$ cat src/mgl_pkg.sv
/*
 package for the manual genlock ratio setup block: host map, field layout,
 reset values, timing counts, carrier structs and the audio constant decode.
 assumes a 16-bit host word port on sys_clk, one word per host address.
*/
// Contract
// - writing 19h makes the device start the frame-based counter reset.
// - program 17h or 18h/19h; if all three, two separate counter resets occur.
// - audio follows video clock by default; custom clocks need manual audio dividers.
// - n is 3072, or 1024/1536 when rate select is 100b, per 384fs bit.
// - 384fs enable sits at bit 5 of 31h and resets to zero.
// - locking runs from reference applied until lock-lost goes low.
// - default crash lock, duration set by crash time field of 24h.
// - bit 1 of 16h high selects drift lock.
// - reference lost then reapplied while genlocking gives drift lock.
// - genlock attempted only while reference-lost and genlock request are low.
package mgl_pkg;

    // host word addresses
    localparam logic [7:0] ADDR_LOCK_CTL = 8'h16;
    localparam logic [7:0] ADDR_LINE_DEN = 8'h17;
    localparam logic [7:0] ADDR_FRAME_DEN = 8'h18;
    localparam logic [7:0] ADDR_FRAME_INIT = 8'h19;
    localparam logic [7:0] ADDR_CRASH_CTL = 8'h24;
    localparam logic [7:0] ADDR_VNUM_LO = 8'h28;
    localparam logic [7:0] ADDR_VNUM_HI = 8'h29;
    localparam logic [7:0] ADDR_VDEN_LO = 8'h2A;
    localparam logic [7:0] ADDR_VDEN_HI = 8'h2B;
    localparam logic [7:0] ADDR_ACFG = 8'h31;
    localparam logic [7:0] ADDR_ANUM_LO = 8'h3B;
    localparam logic [7:0] ADDR_ANUM_HI = 8'h3C;
    localparam logic [7:0] ADDR_ADEN_LO = 8'h3D;
    localparam logic [7:0] ADDR_ADEN_HI = 8'h3E;

    // field positions
    localparam int DRIFT_BIT = 1;
    localparam int ACFG_MANUAL_BIT = 0;
    localparam int ACFG_384_BIT = 5;
    localparam int CRASH_LSB = 3;
    localparam int CRASH_W = 4;

    // reset values
    localparam logic [15:0] REG16_RESET = 16'h0000;
    localparam logic [31:0] REG32_RESET = 32'h0000_0000;

    // audio constant decode
    localparam logic [2:0] RATE_SEL_SPECIAL = 3'h4;
    localparam logic [11:0] N_DEFAULT = 12'hC00;
    localparam logic [11:0] N_SPECIAL_LOW = 12'h400;
    localparam logic [11:0] N_SPECIAL_384 = 12'h600;

    // timing: reference is declared lost after this long without an h pulse
    localparam int CLK_MHZ = 50;
    localparam int REF_LOSS_US = 100;
    localparam int REF_LOSS_CYC = REF_LOSS_US * CLK_MHZ;
    localparam int DRIFT_LINES = 1024;

    typedef enum logic [1:0] {
        ST_FREE = 2'b00,
        ST_CRASH = 2'b01,
        ST_DRIFT = 2'b10,
        ST_LOCKED = 2'b11
    } mgl_lock_e;

    typedef struct packed {
        logic we;
        logic re;
        logic [7:0] addr;
        logic [15:0] wdata;
    } mgl_host_req_s;

    typedef struct packed {
        logic [31:0] num;
        logic [31:0] den;
    } mgl_ratio_s;

    typedef struct packed {
        mgl_lock_e st;
        logic [15:0] lock_ctl;
        logic [15:0] line_den;
        logic [15:0] frame_den;
        logic [15:0] frame_init;
        logic [15:0] crash_ctl;
        logic [15:0] acfg;
        logic [31:0] vnum;
        logic [31:0] vden;
        logic [31:0] anum;
        logic [31:0] aden;
        logic [15:0] rdata;
        logic rvalid;
        logic [15:0] lock_cnt;
        logic [15:0] line_cnt;
        logic [15:0] frame_cnt;
        logic [15:0] loss_cnt;
        logic ref_lost;
        logic reacq;
        logic line_armed;
        logic frame_armed;
        logic line_rst;
        logic frame_rst;
        logic [11:0] audio_n;
    } mgl_state_s;

    // n as a function of rate select and the 384fs enable
    function automatic logic [11:0] audio_n_of(input logic [2:0] sel, input logic en384);
        if (sel != RATE_SEL_SPECIAL) begin
            return N_DEFAULT;
        end else if (en384) begin
            return N_SPECIAL_384;
        end
        return N_SPECIAL_LOW;
    endfunction

endpackage

$ cat src/mgl_pin_sync.sv
/*
 two-stage synchroniser with rising-edge pulse for the reference and strap pins.
 assumes pins are asynchronous to sys_clk; pulses last one cycle.
*/
`timescale 1ns/1ps
module mgl_pin_sync #(
    parameter int W = 1
) (
    input wire logic sys_clk,
    input wire logic sys_rst,
    input wire logic [W-1:0] pin,
    output logic [W-1:0] level,
    output logic [W-1:0] rise
);
    typedef struct packed {
        logic [W-1:0] meta;
        logic [W-1:0] q;
        logic [W-1:0] qd;
    } mgl_sync_s;

    mgl_sync_s r;
    mgl_sync_s next_r;

    // meta feeds only q; edges come from q and qd
    always_comb begin
        next_r = r;
        next_r.meta = pin;
        next_r.q = r.meta;
        next_r.qd = r.q;
    end

    always_ff @(posedge sys_clk) begin
        if (sys_rst) begin
            r <= '0;
        end else begin
            r <= next_r;
        end
    end

    assign level = r.q;
    assign rise = r.q & ~r.qd;
endmodule // mgl_pin_sync

$ cat src/mgl_genlock_setup.sv
/*
 manual genlock ratio setup: host registers for video and audio divide ratios,
 line/frame counter reset arming, crash or drift lock sequencing, reference loss.
 assumes a same-clock host word port and asynchronous href/vref/genlock pins.
*/
`timescale 1ns/1ps
module mgl_genlock_setup
    import mgl_pkg::*;
#(
    parameter int REF_LOSS_CYCLES = REF_LOSS_CYC,
    parameter int DRIFT_LOCK_LINES = DRIFT_LINES
) (
    input wire logic sys_clk,
    input wire logic sys_rst,
    input wire mgl_pkg::mgl_host_req_s host_req,
    output logic [15:0] host_rdata,
    output logic host_rvalid,
    input wire logic href_pin,
    input wire logic vref_pin,
    input wire logic genlock_req_n_pin,
    input wire logic [2:0] audio_rate_select,
    output logic lock_lost,
    output logic ref_lost,
    output logic crash_locking,
    output logic drift_locking,
    output logic line_counter_reset,
    output logic frame_counter_reset,
    output mgl_pkg::mgl_ratio_s video_ratio,
    output mgl_pkg::mgl_ratio_s audio_ratio,
    output logic audio_manual,
    output logic [11:0] audio_n
);
    import mgl_pkg::*;

    logic [5:0] pin_level;
    logic [5:0] pin_rise;
    logic href_rise;
    logic vref_rise;
    logic genlock_req_n;
    logic [2:0] rate_sel;
    logic [15:0] crash_limit;
    logic attempt;
    mgl_state_s r;
    mgl_state_s next_r;

    // all pins are async, so all go through the synchroniser
    mgl_pin_sync #(.W(6)) mgl_pin_sync_inst (
        .sys_clk(sys_clk),
        .sys_rst(sys_rst),
        .pin({audio_rate_select, genlock_req_n_pin, vref_pin, href_pin}),
        .level(pin_level),
        .rise(pin_rise)
    );

    assign href_rise = pin_rise[0];
    assign vref_rise = pin_rise[1];
    assign genlock_req_n = pin_level[2];
    assign rate_sel = pin_level[5:3];
    assign crash_limit = {12'h000, r.crash_ctl[CRASH_LSB +: CRASH_W]};
    assign attempt = !r.ref_lost && !genlock_req_n;

    // read mux; unmapped addresses read zero
    function automatic logic [15:0] rd_mux(input mgl_state_s s, input logic [7:0] a);
        if (a == ADDR_LOCK_CTL) begin
            return s.lock_ctl;
        end else if (a == ADDR_LINE_DEN) begin
            return s.line_den;
        end else if (a == ADDR_FRAME_DEN) begin
            return s.frame_den;
        end else if (a == ADDR_FRAME_INIT) begin
            return s.frame_init;
        end else if (a == ADDR_CRASH_CTL) begin
            return s.crash_ctl;
        end else if (a == ADDR_VNUM_LO) begin
            return s.vnum[15:0];
        end else if (a == ADDR_VNUM_HI) begin
            return s.vnum[31:16];
        end else if (a == ADDR_VDEN_LO) begin
            return s.vden[15:0];
        end else if (a == ADDR_VDEN_HI) begin
            return s.vden[31:16];
        end else if (a == ADDR_ACFG) begin
            return s.acfg;
        end else if (a == ADDR_ANUM_LO) begin
            return s.anum[15:0];
        end else if (a == ADDR_ANUM_HI) begin
            return s.anum[31:16];
        end else if (a == ADDR_ADEN_LO) begin
            return s.aden[15:0];
        end else if (a == ADDR_ADEN_HI) begin
            return s.aden[31:16];
        end
        return 16'h0000;
    endfunction

    always_comb begin
        next_r = r;
        next_r.line_rst = 1'b0;
        next_r.frame_rst = 1'b0;
        next_r.rvalid = host_req.re;
        if (host_req.re) begin
            next_r.rdata = rd_mux(r, host_req.addr);
        end
        // host writes; lower address is the low half of a pair
        if (host_req.we) begin
            if (host_req.addr == ADDR_LOCK_CTL) begin
                next_r.lock_ctl = host_req.wdata;
            end else if (host_req.addr == ADDR_LINE_DEN) begin
                next_r.line_den = host_req.wdata;
                next_r.line_armed = 1'b1;
                next_r.line_cnt = 16'h0000;
            end else if (host_req.addr == ADDR_FRAME_DEN) begin
                next_r.frame_den = host_req.wdata;
            end else if (host_req.addr == ADDR_FRAME_INIT) begin
                next_r.frame_init = host_req.wdata;
                next_r.frame_armed = 1'b1;
                next_r.frame_cnt = 16'h0000;
            end else if (host_req.addr == ADDR_CRASH_CTL) begin
                next_r.crash_ctl = host_req.wdata;
            end else if (host_req.addr == ADDR_VNUM_LO) begin
                next_r.vnum[15:0] = host_req.wdata;
            end else if (host_req.addr == ADDR_VNUM_HI) begin
                next_r.vnum[31:16] = host_req.wdata;
            end else if (host_req.addr == ADDR_VDEN_LO) begin
                next_r.vden[15:0] = host_req.wdata;
            end else if (host_req.addr == ADDR_VDEN_HI) begin
                next_r.vden[31:16] = host_req.wdata;
            end else if (host_req.addr == ADDR_ACFG) begin
                next_r.acfg = host_req.wdata;
            end else if (host_req.addr == ADDR_ANUM_LO) begin
                next_r.anum[15:0] = host_req.wdata;
            end else if (host_req.addr == ADDR_ANUM_HI) begin
                next_r.anum[31:16] = host_req.wdata;
            end else if (host_req.addr == ADDR_ADEN_LO) begin
                next_r.aden[15:0] = host_req.wdata;
            end else if (host_req.addr == ADDR_ADEN_HI) begin
                next_r.aden[31:16] = host_req.wdata;
            end
        end
        // n tracks the pins and the 384fs bit continuously
        next_r.audio_n = audio_n_of(rate_sel, r.acfg[ACFG_384_BIT]);
        // reference loss watchdog on the h pulse
        if (href_rise) begin
            next_r.loss_cnt = 16'h0000;
            next_r.ref_lost = 1'b0;
        end else if (r.loss_cnt >= 16'(REF_LOSS_CYCLES - 1)) begin
            next_r.ref_lost = 1'b1;
        end else begin
            next_r.loss_cnt = r.loss_cnt + 16'h0001;
        end
        // lock sequencing
        case (r.st)
            ST_FREE: begin
                if (attempt) begin
                    next_r.lock_cnt = 16'h0000;
                    if (r.lock_ctl[DRIFT_BIT] || r.reacq) begin
                        next_r.st = ST_DRIFT;
                    end else begin
                        next_r.st = ST_CRASH;
                    end
                end
            end
            ST_CRASH, ST_DRIFT: begin
                if (!attempt) begin
                    next_r.st = ST_FREE;
                    next_r.reacq = r.ref_lost && !genlock_req_n;
                end else if (href_rise) begin
                    if (r.st == ST_CRASH && r.lock_cnt >= crash_limit) begin
                        next_r.st = ST_LOCKED;
                    end else if (r.st == ST_DRIFT &&
                                 r.lock_cnt >= 16'(DRIFT_LOCK_LINES)) begin
                        next_r.st = ST_LOCKED;
                    end else begin
                        next_r.lock_cnt = r.lock_cnt + 16'h0001;
                    end
                end
            end
            ST_LOCKED: begin
                next_r.reacq = 1'b0;
                if (!attempt) begin
                    next_r.st = ST_FREE;
                    next_r.reacq = r.ref_lost && !genlock_req_n;
                end
            end
            default: begin
                next_r.st = ST_FREE;
            end
        endcase
        // line and frame reset counters run independently, so both may fire
        if (r.st != ST_FREE && href_rise && r.line_armed && r.line_den != 16'h0000) begin
            if (r.line_cnt + 16'h0001 >= r.line_den) begin
                next_r.line_cnt = 16'h0000;
                next_r.line_rst = 1'b1;
            end else begin
                next_r.line_cnt = r.line_cnt + 16'h0001;
            end
        end
        if (r.st != ST_FREE && vref_rise && r.frame_armed && r.frame_den != 16'h0000) begin
            if (r.frame_cnt + 16'h0001 >= r.frame_den) begin
                next_r.frame_cnt = 16'h0000;
                next_r.frame_rst = 1'b1;
            end else begin
                next_r.frame_cnt = r.frame_cnt + 16'h0001;
            end
        end
    end

    // reference starts lost so no lock is tried before the first h pulse
    always_ff @(posedge sys_clk) begin
        if (sys_rst) begin
            r <= '0;
            r.st <= ST_FREE;
            r.lock_ctl <= REG16_RESET;
            r.crash_ctl <= REG16_RESET;
            r.acfg <= REG16_RESET;
            r.vnum <= REG32_RESET;
            r.vden <= REG32_RESET;
            r.ref_lost <= 1'b1;
            r.audio_n <= N_DEFAULT;
        end else begin
            r <= next_r;
        end
    end

    // outputs straight from state flops
    assign host_rdata = r.rdata;
    assign host_rvalid = r.rvalid;
    assign lock_lost = (r.st != ST_LOCKED);
    assign ref_lost = r.ref_lost;
    assign crash_locking = (r.st == ST_CRASH);
    assign drift_locking = (r.st == ST_DRIFT);
    assign line_counter_reset = r.line_rst;
    assign frame_counter_reset = r.frame_rst;
    assign video_ratio = '{num: r.vnum, den: r.vden};
    assign audio_ratio = '{num: r.anum, den: r.aden};
    assign audio_manual = r.acfg[ACFG_MANUAL_BIT];
    assign audio_n = r.audio_n;
endmodule // mgl_genlock_setup

$ cat config.mk
export PLATFORM = sky130hd
export DESIGN_NAME = mgl_genlock_setup
export DESIGN_NICKNAME = d
export VERILOG_FILES = /design/src/mgl_pkg.sv /design/src/mgl_pin_sync.sv /design/src/mgl_genlock_setup.sv
export SDC_FILE = /design/constraint.sdc
export NUM_CORES = 1
export LEC_CHECK = 0
export BUFFER_PORTS_ARGS = -buffer_cell sky130_fd_sc_hd__buf_2
export CORE_MARGIN = 2
export CORE_UTILIZATION = 45
export CTS_CLUSTER_DIAMETER = 150
export DETAILED_ROUTE_END_ITERATION = 6
export GPL_TIMING_DRIVEN = 0
export PLACE_DENSITY_LB_ADDON = 0.05
export SLEW_MARGIN = 20
export SYNTH_ARGS = -nofsm -noshare
export SYNTH_HDL_FRONTEND = slang
export SYNTH_SLANG_ARGS = --single-unit
$ cat constraint.sdc
create_clock -name sys_clk -period 3.5 [get_ports sys_clk]
set_input_delay 0.175 -clock sys_clk [delete_from_list [all_inputs] [get_ports sys_clk]]
set_output_delay 0.175 -clock sys_clk [all_outputs]
set_load 0.02 [all_outputs]
==> results of run 1 <==
==> state kept, by name (all words and copies together) (netlist names) <==
| name | flops |
|---|---|
| r | 160 |
| audio_ratio | 64 |
| video_ratio | 64 |
| host_rdata | 16 |
| mgl_pin_sync_inst.level | 6 |
| mgl_pin_sync_inst.next_r | 6 |
| crash_limit | 4 |
| audio_n | 2 |
| mgl_pin_sync_inst.r | 2 |
| audio_manual | 1 |
| frame_counter_reset | 1 |
| host_rvalid | 1 |
| line_counter_reset | 1 |
| ref_lost | 1 |
==> kinds of logic (layout without fill, tap and decap cells) <==
kind of cell / after synthesis / after routing
xor+xnor: 38 / 38
mux: 44 / 44
simple gates: 869 / 869
flops: 329 / 329
compound gates: 525 / 525
other cells: 2 / 10
buf+inv: 353 / 633
fa+ha+maj: 45 / 45
==> worst paths after layout <==
check,end,start
worst max-delay path,r[48],r[36]
worst min-delay path,host_rdata[12],host_req[24]
worst max register to register,r[48],r[36]
worst min register to register,mgl_pin_sync_inst.level[0],mgl_pin_sync_inst.next_r[6]
==> cell usage in the layout, fill, tap and decap left out, types with 9 or more instances in the layout <==
master	synthesis	layout
a211oi_1	10	10
a21oi_1	279	279
a221oi_1	15	15
a22o_1	11	11
and2_1	13	13
and3_1	20	18
buf_1	9	9
buf_2	25	210
buf_4	159	163
clkbuf_1	106	109
clkbuf_16	0	41
clkbuf_8	0	12
conb_1	2	10
dfxtp_1	329	326
dlygate4sd3_1	0	22
ha_1	45	43
inv_1	52	52
mux2i_1	26	26
mux4_2	14	14
nand2_1	519	519
nand2b_1	9	9
nand3_1	60	58
nand4_1	18	18
nor2_1	108	106
nor2_2	10	12
nor2b_1	22	22
nor3_1	16	14
nor4_1	14	13
o2111ai_1	10	10
o21ai_0	58	57
o21ai_1	11	11
o22ai_1	19	19
or3_1	13	13
xnor2_1	18	17
xor2_1	20	20
==> through the flow <==
step,TNS [ns],utilization [%],power [mW],worst slack (ns)
floorplan,0,-,4.310,0.1858
global placement,-8.022,49.98,4.560,-0.4693
detailed placement,-7.985,49.98,4.567,-0.4771
CTS,0,54.28,8.813,0.03607
global route,-0.01379,54.44,9.039,-0.01292
finish,0,54.44,8.818,0.2445
==> routing by layer <==
layer	part of all wire, %	vias to the layer above
li1	-	7966
met1	40	7952
met2	47	735
met3	7.6	182
met4	4.4	4
met5	0.060	-
==> power breakdown <==
group	switching (mW)	internal, mW
registers	0.0242	3.78
clock network	1.70	2.59
logic	0.516	0.210
==> timing repair <==
action	in CTS	in global routing
setup buffers	3	1
pin swaps	1	4
gates resized for setup	15	15
endpoints found under the setup margin	33	33
endpoints found under the hold margin	70	0
hold buffers	22	0
==> area by class of cell <==
type                            instances  area (µm²)
Inverter                               52       195.2
Clock buffer                           59        1204
Fill cell                            3664       17200
Multi-Input combinational cell       1531        8836
Buffer                                300        1778
Timing Repair Buffer                  211        1176
Sequential cell                       329        6593
Tap cell                              511       639.4
Clock inverter                         11       132.6
==> critical path, cell delays in order, from the launching register on <==
cell and delay (ns):
dfxtp_1 0.44, nand3_2 0.19, nor2_2 0.21, nand3_1 0.19, nor3_1 0.26, xor2_1 0.13
ha_1 0.33, nand4_1 0.11, or3_1 0.40, o211a_1 0.25, clkbuf_2 0.20, buf_2 0.23
a22o_1 0.20
==> out/qor.yml, run 1 <==
grt_pass1_vias: 15690
grt_use_met1_pct: 39.13
place.gp.congestion: 0.9658
fin_crit_sh_pct: 93.02
fmax_mhz: 307.2
placed_cells: 2909
worst-r2r-cell-count: 12
critPathArrivalTime_ns: 3.71
rows: 71
routed_wl_um: 63380
holdPathStages: 4
yosys_warnings: 0
synth_largest_area_cell: "dfxtp_1"
dieWidth_um: 199.9
cts_root_buf: "clkbuf_16"
grt_overflow: 0
ys_ff_latch: 329
grt_use_met3_pct: 5.427
p_leak_nw: 7.993
cts_tree: "yes"
ios: 198
synthAdderAreaFrac_pct: 3.259
grt_antenna_before_repair: 1
max_cap_viol_count: 0
worstMarginPinSlew_ns: 1.057
cp_max_fo: 10
netlist_instances: 2205
drt_iter0_markers: 1467
clk_pin_slew_ns: 0.06
clock_skew_ns: 0.01317
powerDensity_nw_per_um2: 429.0
synth_commonest_cells: "519 x nand2_1, 329 x dfxtp_1, 279 x a21oi_1, 159 x buf_4, 108 x nor2_1"
r2r_setup_slack_ns: 0.24
setup.worst_path.class: "reg -> reg"
numCtsBuffers: 38
synth_cell_type_count: 87
die-area_um2: 39970
slew_headroom_pct: 29.56
grt_pass1_wl_um: 94110
end_kind: "flop"
num_antenna_cells: 0
synthArstFlopShare_pct: 0
wl_per_cell_um: 21.10
area_growth_pct: 18.98
synthSimpleGateAreaFrac_pct: 22.59
clkLatencyLatePin_ns: 0.57
min_period_ns: 3.256
final_area_um2: 20550
grt_max_degree: 14
h-tree-depth: 2
drv_slew: 0
cts.sink_count: 329
yosysMostFrequentCell: "nand2_1"
drt_first_pass_iters: 6
ys_seq_area_share_pct: 38.13
critPathLaunchType: "flop"
required_ns: 3.95
start_util_pct: 45.75
final_cells: 3004
synth_area_leaders: "dfxtp_1 38%, nand2_1 11%, a21oi_1 8.1%"
hold_viol_final: 0
top_usage_layer: "met2"
place_area_um2: 18870
cts.path.max_buffers: 3
fp.dieH_um: 199.9
dpl.hpwl_um: 47390
synth_area_um2: 17270
num_vias: 16840
synth_top_family_by_area: "simple AND/OR/NAND/NOR gates"
synthFlopType: "dfxtp_1"
drive_above_1_share_pct: 20.98
drtAntennaViolNets: 0
final_nets: 2542
grt_util_met2_pct: 52.65
muxShareOfSynthArea_pct: 3.593
port_buffers: 185
synthXorXnorAreaFrac_pct: 1.927
drcViolationCount: 0
core_area_um2: 37760
avgSynthCellArea_um2: 7.834
setup_viol: 0
status: "completed"
grt_usage_pct: 31.30
vias_per_cell: 5.606
synth_compound_area_share_pct: 19.10
hold_path.class: "in -> reg"
holdWs_ns: 0.03491
synth_top_cell_area_share_pct: 38.13
peakVddDrop_mv: 0.3179
synth_edf_count: 0
(Power assumes the default switching activity.)
==> run 2: changes to the inputs <==
==> constraint.sdc (replaced) <==
create_clock -name sys_clk -period 3.5 [get_ports sys_clk]
set_input_delay 0.35 -clock sys_clk [delete_from_list [all_inputs] [get_ports sys_clk]]
set_output_delay 0.35 -clock sys_clk [all_outputs]
set_load 0.02 [all_outputs]
==> out/qor.yml, run 2 (synthesized netlist as in run 1, its figures left out) <==
rr_endpoint: "r[48]"
cts.path.max_buffers: 3  # unchanged
core_area_um2: 37760  # unchanged
dieWidth_um: 199.9  # unchanged
regArea_um2: 6593  # unchanged
p_leak_nw: 7.905  # -1.1%
peakVddDrop_mv: 0.3148  # -0.98%
clkLatencyLatePin_ns: 0.57  # about the same
required_ns: 3.95  # about the same
final_cells: 2983  # -0.70%
multiInputGateArea_um2: 8836  # unchanged
drt_iter0_markers: 1549  # +5.6%
routed_wl_um: 63080  # -0.47%
critPathLaunchType: "flop"
drive_above_1_share_pct: 21.16  # +0.18 points
cts_root_buf: "clkbuf_16"
grt_antenna_before_repair: 1  # unchanged
final_nets: 2521  # -0.83%
grt_overflow: 0  # unchanged
ios: 198  # unchanged
hold_viol_final: 0  # unchanged
grt_max_degree: 14  # unchanged
worstMarginPinSlew_ns: 1.045  # -0.01137 ns
final_cell_mix: "519 x nand2_1, 326 x dfxtp_1, 279 x a21oi_1, 210 x buf_2, 163 x buf_4"
area_growth_pct: 17.77
hp-start: "audio_rate_select[2]"
rows: 71  # unchanged
setup_slack_ns: 0.2330  # -0.01145 ns
tns_ns: 0  # unchanged
end_kind: "flop"
fin_crit_sh_pct: 93.34  # +0.33 points
cts_tree: "yes"
final_common_cell: "nand2_1"
dpl.hpwl_um: 47390  # unchanged
timing.rr.start: "r[36]"
cp_max_fo: 10  # unchanged
max_cap_viol_count: 0  # unchanged
pre_cts_slack_ns: -0.4771  # unchanged
start_util_pct: 45.75  # unchanged
drt_first_pass_iters: 5  # -1
path_cells: "nand3_2 -> nor2_2 -> nand3_1 -> nor3_1 -> xor2_1 -> ha_1 -> nand4_1 -> or3_1 -> o211a_1 -> clkbuf_2 -> buf_2 -> a22o_1"
setup.worst_path.class: "reg -> reg"
clock_skew_ns: 0.01265  # -0.0005201 ns
status: "completed"
slew_headroom_pct: 30.32  # +0.76 points
h-tree-depth: 2  # unchanged
die-area_um2: 39970  # unchanged
largest-register: "r"
place.gp.congestion: 0.9658  # unchanged
num_vias: 16710  # -0.78%
wl_per_cell_um: 21.15  # +0.23%
min_period_ns: 3.267  # +0.01145 ns
numCtsBuffers: 38  # unchanged
critPathArrivalTime_ns: 3.71  # about the same
powerDensity_nw_per_um2: 432.1  # +0.72%
clk_pin_slew_ns: 0.06  # about the same
r2r_setup_slack_ns: 0.23  # about the same
slowest_stage: "dfxtp_1"
drtAntennaViolNets: 0  # unchanged
grt_pass1_vias: 15600  # -0.62%
cts.sink_count: 329  # unchanged
vias_per_cell: 5.601  # about the same
setup_viol: 0  # unchanged
fp.dieH_um: 199.9  # unchanged
drv_slew: 0  # unchanged
grt_usage_pct: 31.22  # -0.083 points
placed_cells: 2909  # unchanged
hold_path.class: "in -> reg"
holdPathStages: 2  # -2
drcViolationCount: 0  # unchanged
fmax_mhz: 306.1  # -0.35%
worstHoldEndpoint: "mgl_pin_sync_inst.next_r[11]"
num_antenna_cells: 0  # unchanged
largest_reg_flops: 160  # unchanged
grt_pass1_wl_um: 93830  # -0.30%
fillers: 3680  # +0.44%
worst-r2r-cell-count: 12  # unchanged
slowest_delay_ns: 0.44  # about the same
port_buffers: 185  # unchanged
-- run 2: routing by layer --
metal,wire (µm),GRT usage (%)
met3,4809,5.444
met5,28,0
met4,2788,14.57
met1,25550,39.13
met2,29910,52.34
-- run 2: power by group --
group / switching [mW] / internal (mW) / leakage [nW]
clock: 1.70 / 2.59 / 0.663
sequential: 0.0239 / 3.78 / 2.66
combinational: 0.513 / 0.194 / 4.59
-- run 2: what timing repair did --
action,in CTS,in global routing
cloned,0,0
setup endpoints to repair,33,33
hold buffers,1,0
hold endpoints to repair,1,0
buffers inserted,3,1
gates resized for setup,15,15
pin swaps,1,4
-- run 2: worst max-delay path by stage --
stage          start  cells past startpoint  endpoint
6_report       r[36]                     12     r[48]
5_1_grt        r[55]                     13     r[55]
3_3_place_gp   r[50]                     15     r[55]
3_5_place_dp   r[50]                     15     r[55]
4_1_cts        r[34]                     13     r[48]
2_1_floorplan  r[50]                     15     r[55]
-- run 2: final cells by class --
type                            instances  area share, %
Buffer                                300          8.740
Tap cell                              511          3.143
Clock buffer                           59          5.917
Clock inverter                         11         0.6519
Sequential cell                       329          32.41
Inverter                               52         0.9595
Multi-Input combinational cell       1531          43.43
Timing Repair Buffer                  190          4.748
-- run 2: worst max-delay path: cells and delay by family, from the launching register on --
family	cells	cell delay, ns
AO/OA/AOI/OAI	2	0.45
XOR/XNOR	1	0.13
adder cells (fa/ha/maj)	1	0.34
buffers and inverters	2	0.43
flip-flops	1	0.44
AND/OR/NAND/NOR	6	1.36
-- run 2: through the flow --
stage	area, µm²	util [%]	total power [mW]	hold slack (ns)
finish	20340	53.88	8.791	0.007634
global route	20340	53.88	9.020	0.02756
CTS	20280	53.72	8.795	0.0004545
detailed placement	18870	49.98	4.567	0.4283
global placement	18870	49.98	4.560	0.4278
floorplan	17300	-	4.310	0.4138
==> run 3: changes to the inputs <==
--- a/config.mk
+++ b/config.mk
@@ -11,7 +11,7 @@
 export CTS_CLUSTER_DIAMETER = 150
 export DETAILED_ROUTE_END_ITERATION = 6
 export GPL_TIMING_DRIVEN = 0
-export PLACE_DENSITY_LB_ADDON = 0.05
+export PLACE_DENSITY = 0.69
 export SLEW_MARGIN = 20
 export SYNTH_ARGS = -nofsm -noshare
 export SYNTH_HDL_FRONTEND = slang
==> out/qor.yml, run 3 (synthesized netlist as in run 1, its figures left out) <==
status: "completed"
critPathLaunchType: "flop"
setup_slack_ns: 0.1845  # -0.04854 ns
top_usage_layer: "met2"
grt_overflow: 0  # unchanged
fmax_mhz: 301.6  # -1.5%
setup_viol: 0  # unchanged
required_ns: 3.96  # about the same
end_kind: "flop"
min_period_ns: 3.316  # +0.04854 ns
grt_usage_pct: 30.33  # -0.89 points
core_area_um2: 37760  # unchanged
hold_path.class: "in -> reg"
hp-start: "audio_rate_select[1]"
fin_crit_sh_pct: 94.73  # +1.4 points
cts.path.max_buffers: 3  # unchanged
vias_per_cell: 5.712  # +2.0%
max_cap_viol_count: 0  # unchanged
setup.worst_path.class: "reg -> reg"
rows: 71  # unchanged
slew_headroom_pct: 27.95  # -2.4 points
p_total_mw: 8.646  # -1.6%
final_area_um2: 20340  # about the same
drv_slew: 0  # unchanged
cts_tree: "yes"
critPathArrivalTime_ns: 3.78  # +0.07 ns
grt_pass1_wl_um: 92000  # -1.9%
seqPwrFrac_pct: 43.9  # +0.7 points
p_leak_nw: 7.900  # about the same
grt_use_met3_pct: 5.259  # -0.18 points
h-tree-depth: 2  # unchanged
clock_skew_ns: 0.02870  # +0.01605 ns
dpl.hpwl_um: 46470  # -2.0%
pwr-share-clk_pct: 47.9  # -0.8 points
grt_antenna_before_repair: 1  # unchanged
drive_above_1_share_pct: 21.17  # about the same
drt_first_pass_iters: 6  # +1
numCtsBuffers: 38  # unchanged
final_common_cell: "nand2_1"
slowest_stage: "nor3_2"
sw_frac_of_total_pct: 25.56  # +0.15 points
clk_pin_slew_ns: 0.06  # about the same
start_util_pct: 45.75  # unchanged
wl_per_cell_um: 20.52  # -3.0%
path_cells: "clkbuf_1 -> nand2_1 -> nor3_2 -> nand3_1 -> and2_1 -> or2_2 -> ha_1 -> a2111oi_4 -> o21ai_1 -> o21ai_2 -> clkbuf_8 -> a31oi_1 -> mux2i_1"
slowest_delay_ns: 0.38  # -0.06 ns
cp_max_fo: 7  # -3
powerDensity_nw_per_um2: 425.1  # -1.6%
place.gp.congestion: 0.9984  # +3.4%
final_cell_mix: "519 x nand2_1, 326 x dfxtp_1, 279 x a21oi_1, 210 x buf_2, 164 x buf_4"
clkLatencyLatePin_ns: 0.57  # about the same
final_nets: 2524  # +0.12%
area_growth_pct: 17.73  # about the same
dieWidth_um: 199.9  # unchanged
drt_iter0_markers: 1627  # +5.0%
p_int_mw: 6.436  # -1.8%
ios: 198  # unchanged
switching_power_mw: 2.210  # -1.1%
cts_root_buf: "clkbuf_16"
pre_cts_slack_ns: -0.5933  # -0.1162 ns
placed_cells: 2909  # unchanged
fp.dieH_um: 199.9  # unchanged
worst-path-buf-inv: 2  # unchanged
final_cells: 2982  # -0.034%
drtAntennaViolNets: 0  # unchanged
comb_power_share_pct: 8.1  # about the same
routed_wl_um: 61190  # -3.0%
num_antenna_cells: 0  # unchanged
num_vias: 17030  # +2.0%
cts.sink_count: 329  # unchanged
hold_viol_final: 0  # unchanged
largest-register: "r"
grt_use_met1_pct: 38.23  # -0.91 points
worstMarginPinSlew_ns: 1.077  # +0.03147 ns
rsz0062_at_grt: "false"
die-area_um2: 39970  # unchanged
grt_max_degree: 13  # -1
grt_pass1_vias: 15950  # +2.3%
drcViolationCount: 0  # unchanged
place_area_um2: 18870  # unchanged
critPathLaunch: "r[55]"
port_buffers: 185  # unchanged
peakVddDrop_mv: 0.3030  # -3.7%
timing.rr.start: "r[55]"
cp_top_family: "simple AND/OR/NAND/NOR gates"
largest_reg_flops: 160  # unchanged
grt_util_met2_pct: 49.28  # -3.1 points
## run 3: changes by cell type in the layout (fill, tap and decap cells not counted), sizes merged
cell	previous run	this run
buf	383	384
bufinv	3	4
clkbuf	165	155
clkinv	7	12
dlygate4sd3	1	3
## run 3: worst paths after layout
| check | to | slack [ns] | depth (start not counted) |
|---|---|---|---|
| min | mgl_pin_sync_inst.next_r[10] | 0.02 | 2 |
| max | r[56] | 0.18 | 13 |
| max reg2reg | r[56] | 0.18 | 13 |
| min reg2reg | mgl_pin_sync_inst.level[4] | 0.44 | 1 |
## run 3: power by group through the flow
stage / sequential (mW) / combinational, mW / clock (mW)
floorplan: 3.88 / 0.433 / 0
global placement: 3.88 / 0.665 / 0
detailed placement: 3.88 / 0.674 / 0
CTS: 3.80 / 0.682 / 4.16
global route: 3.80 / 0.749 / 4.32
finish: 3.80 / 0.702 / 4.15
## run 3: final cells by class
type                            count  area (µm²)
Fill cell                        3602       17420
Multi-Input combinational cell   1531        8848
Sequential cell                   329        6593
Buffer                            300        1784
Clock buffer                       49        1074
Timing Repair Buffer              193       993.5
Tap cell                          511       639.4
Clock inverter                     17       210.2
Inverter                           52       195.2
## run 3: routing by layer
| metal | vias to the layer above | routed length, µm |
|---|---|---|
| met4 | 0 | 3512 |
| li1 | 7928 | - |
| met2 | 935 | 27700 |
| met1 | 7975 | 24340 |
| met5 | - | 0 |
| met3 | 196 | 5629 |
## run 3: stage by stage
| step | util (%) | hold WS (ns) | TNS, ns |
|---|---|---|---|
| 2_1_floorplan | - | 0.4138 | 0 |
| 3_5_place_dp | 49.98 | 0.4258 | -10.77 |
| 3_3_place_gp | 49.98 | 0.4167 | -8.535 |
| 5_1_grt | 53.87 | 0.02181 | 0 |
| 6_report | 53.87 | 0.02386 | 0 |
| 4_1_cts | 53.69 | 0.01054 | 0 |
## run 3: what timing repair did
item | in CTS | in global routing
pin swaps | 1 | 4
setup buffers | 4 | 1
cloned | 0 | 0
hold endpoints to repair | 3 | 0
resized for setup | 17 | 15
endpoints found under the setup margin | 32 | 32
hold buffers | 3 | 0
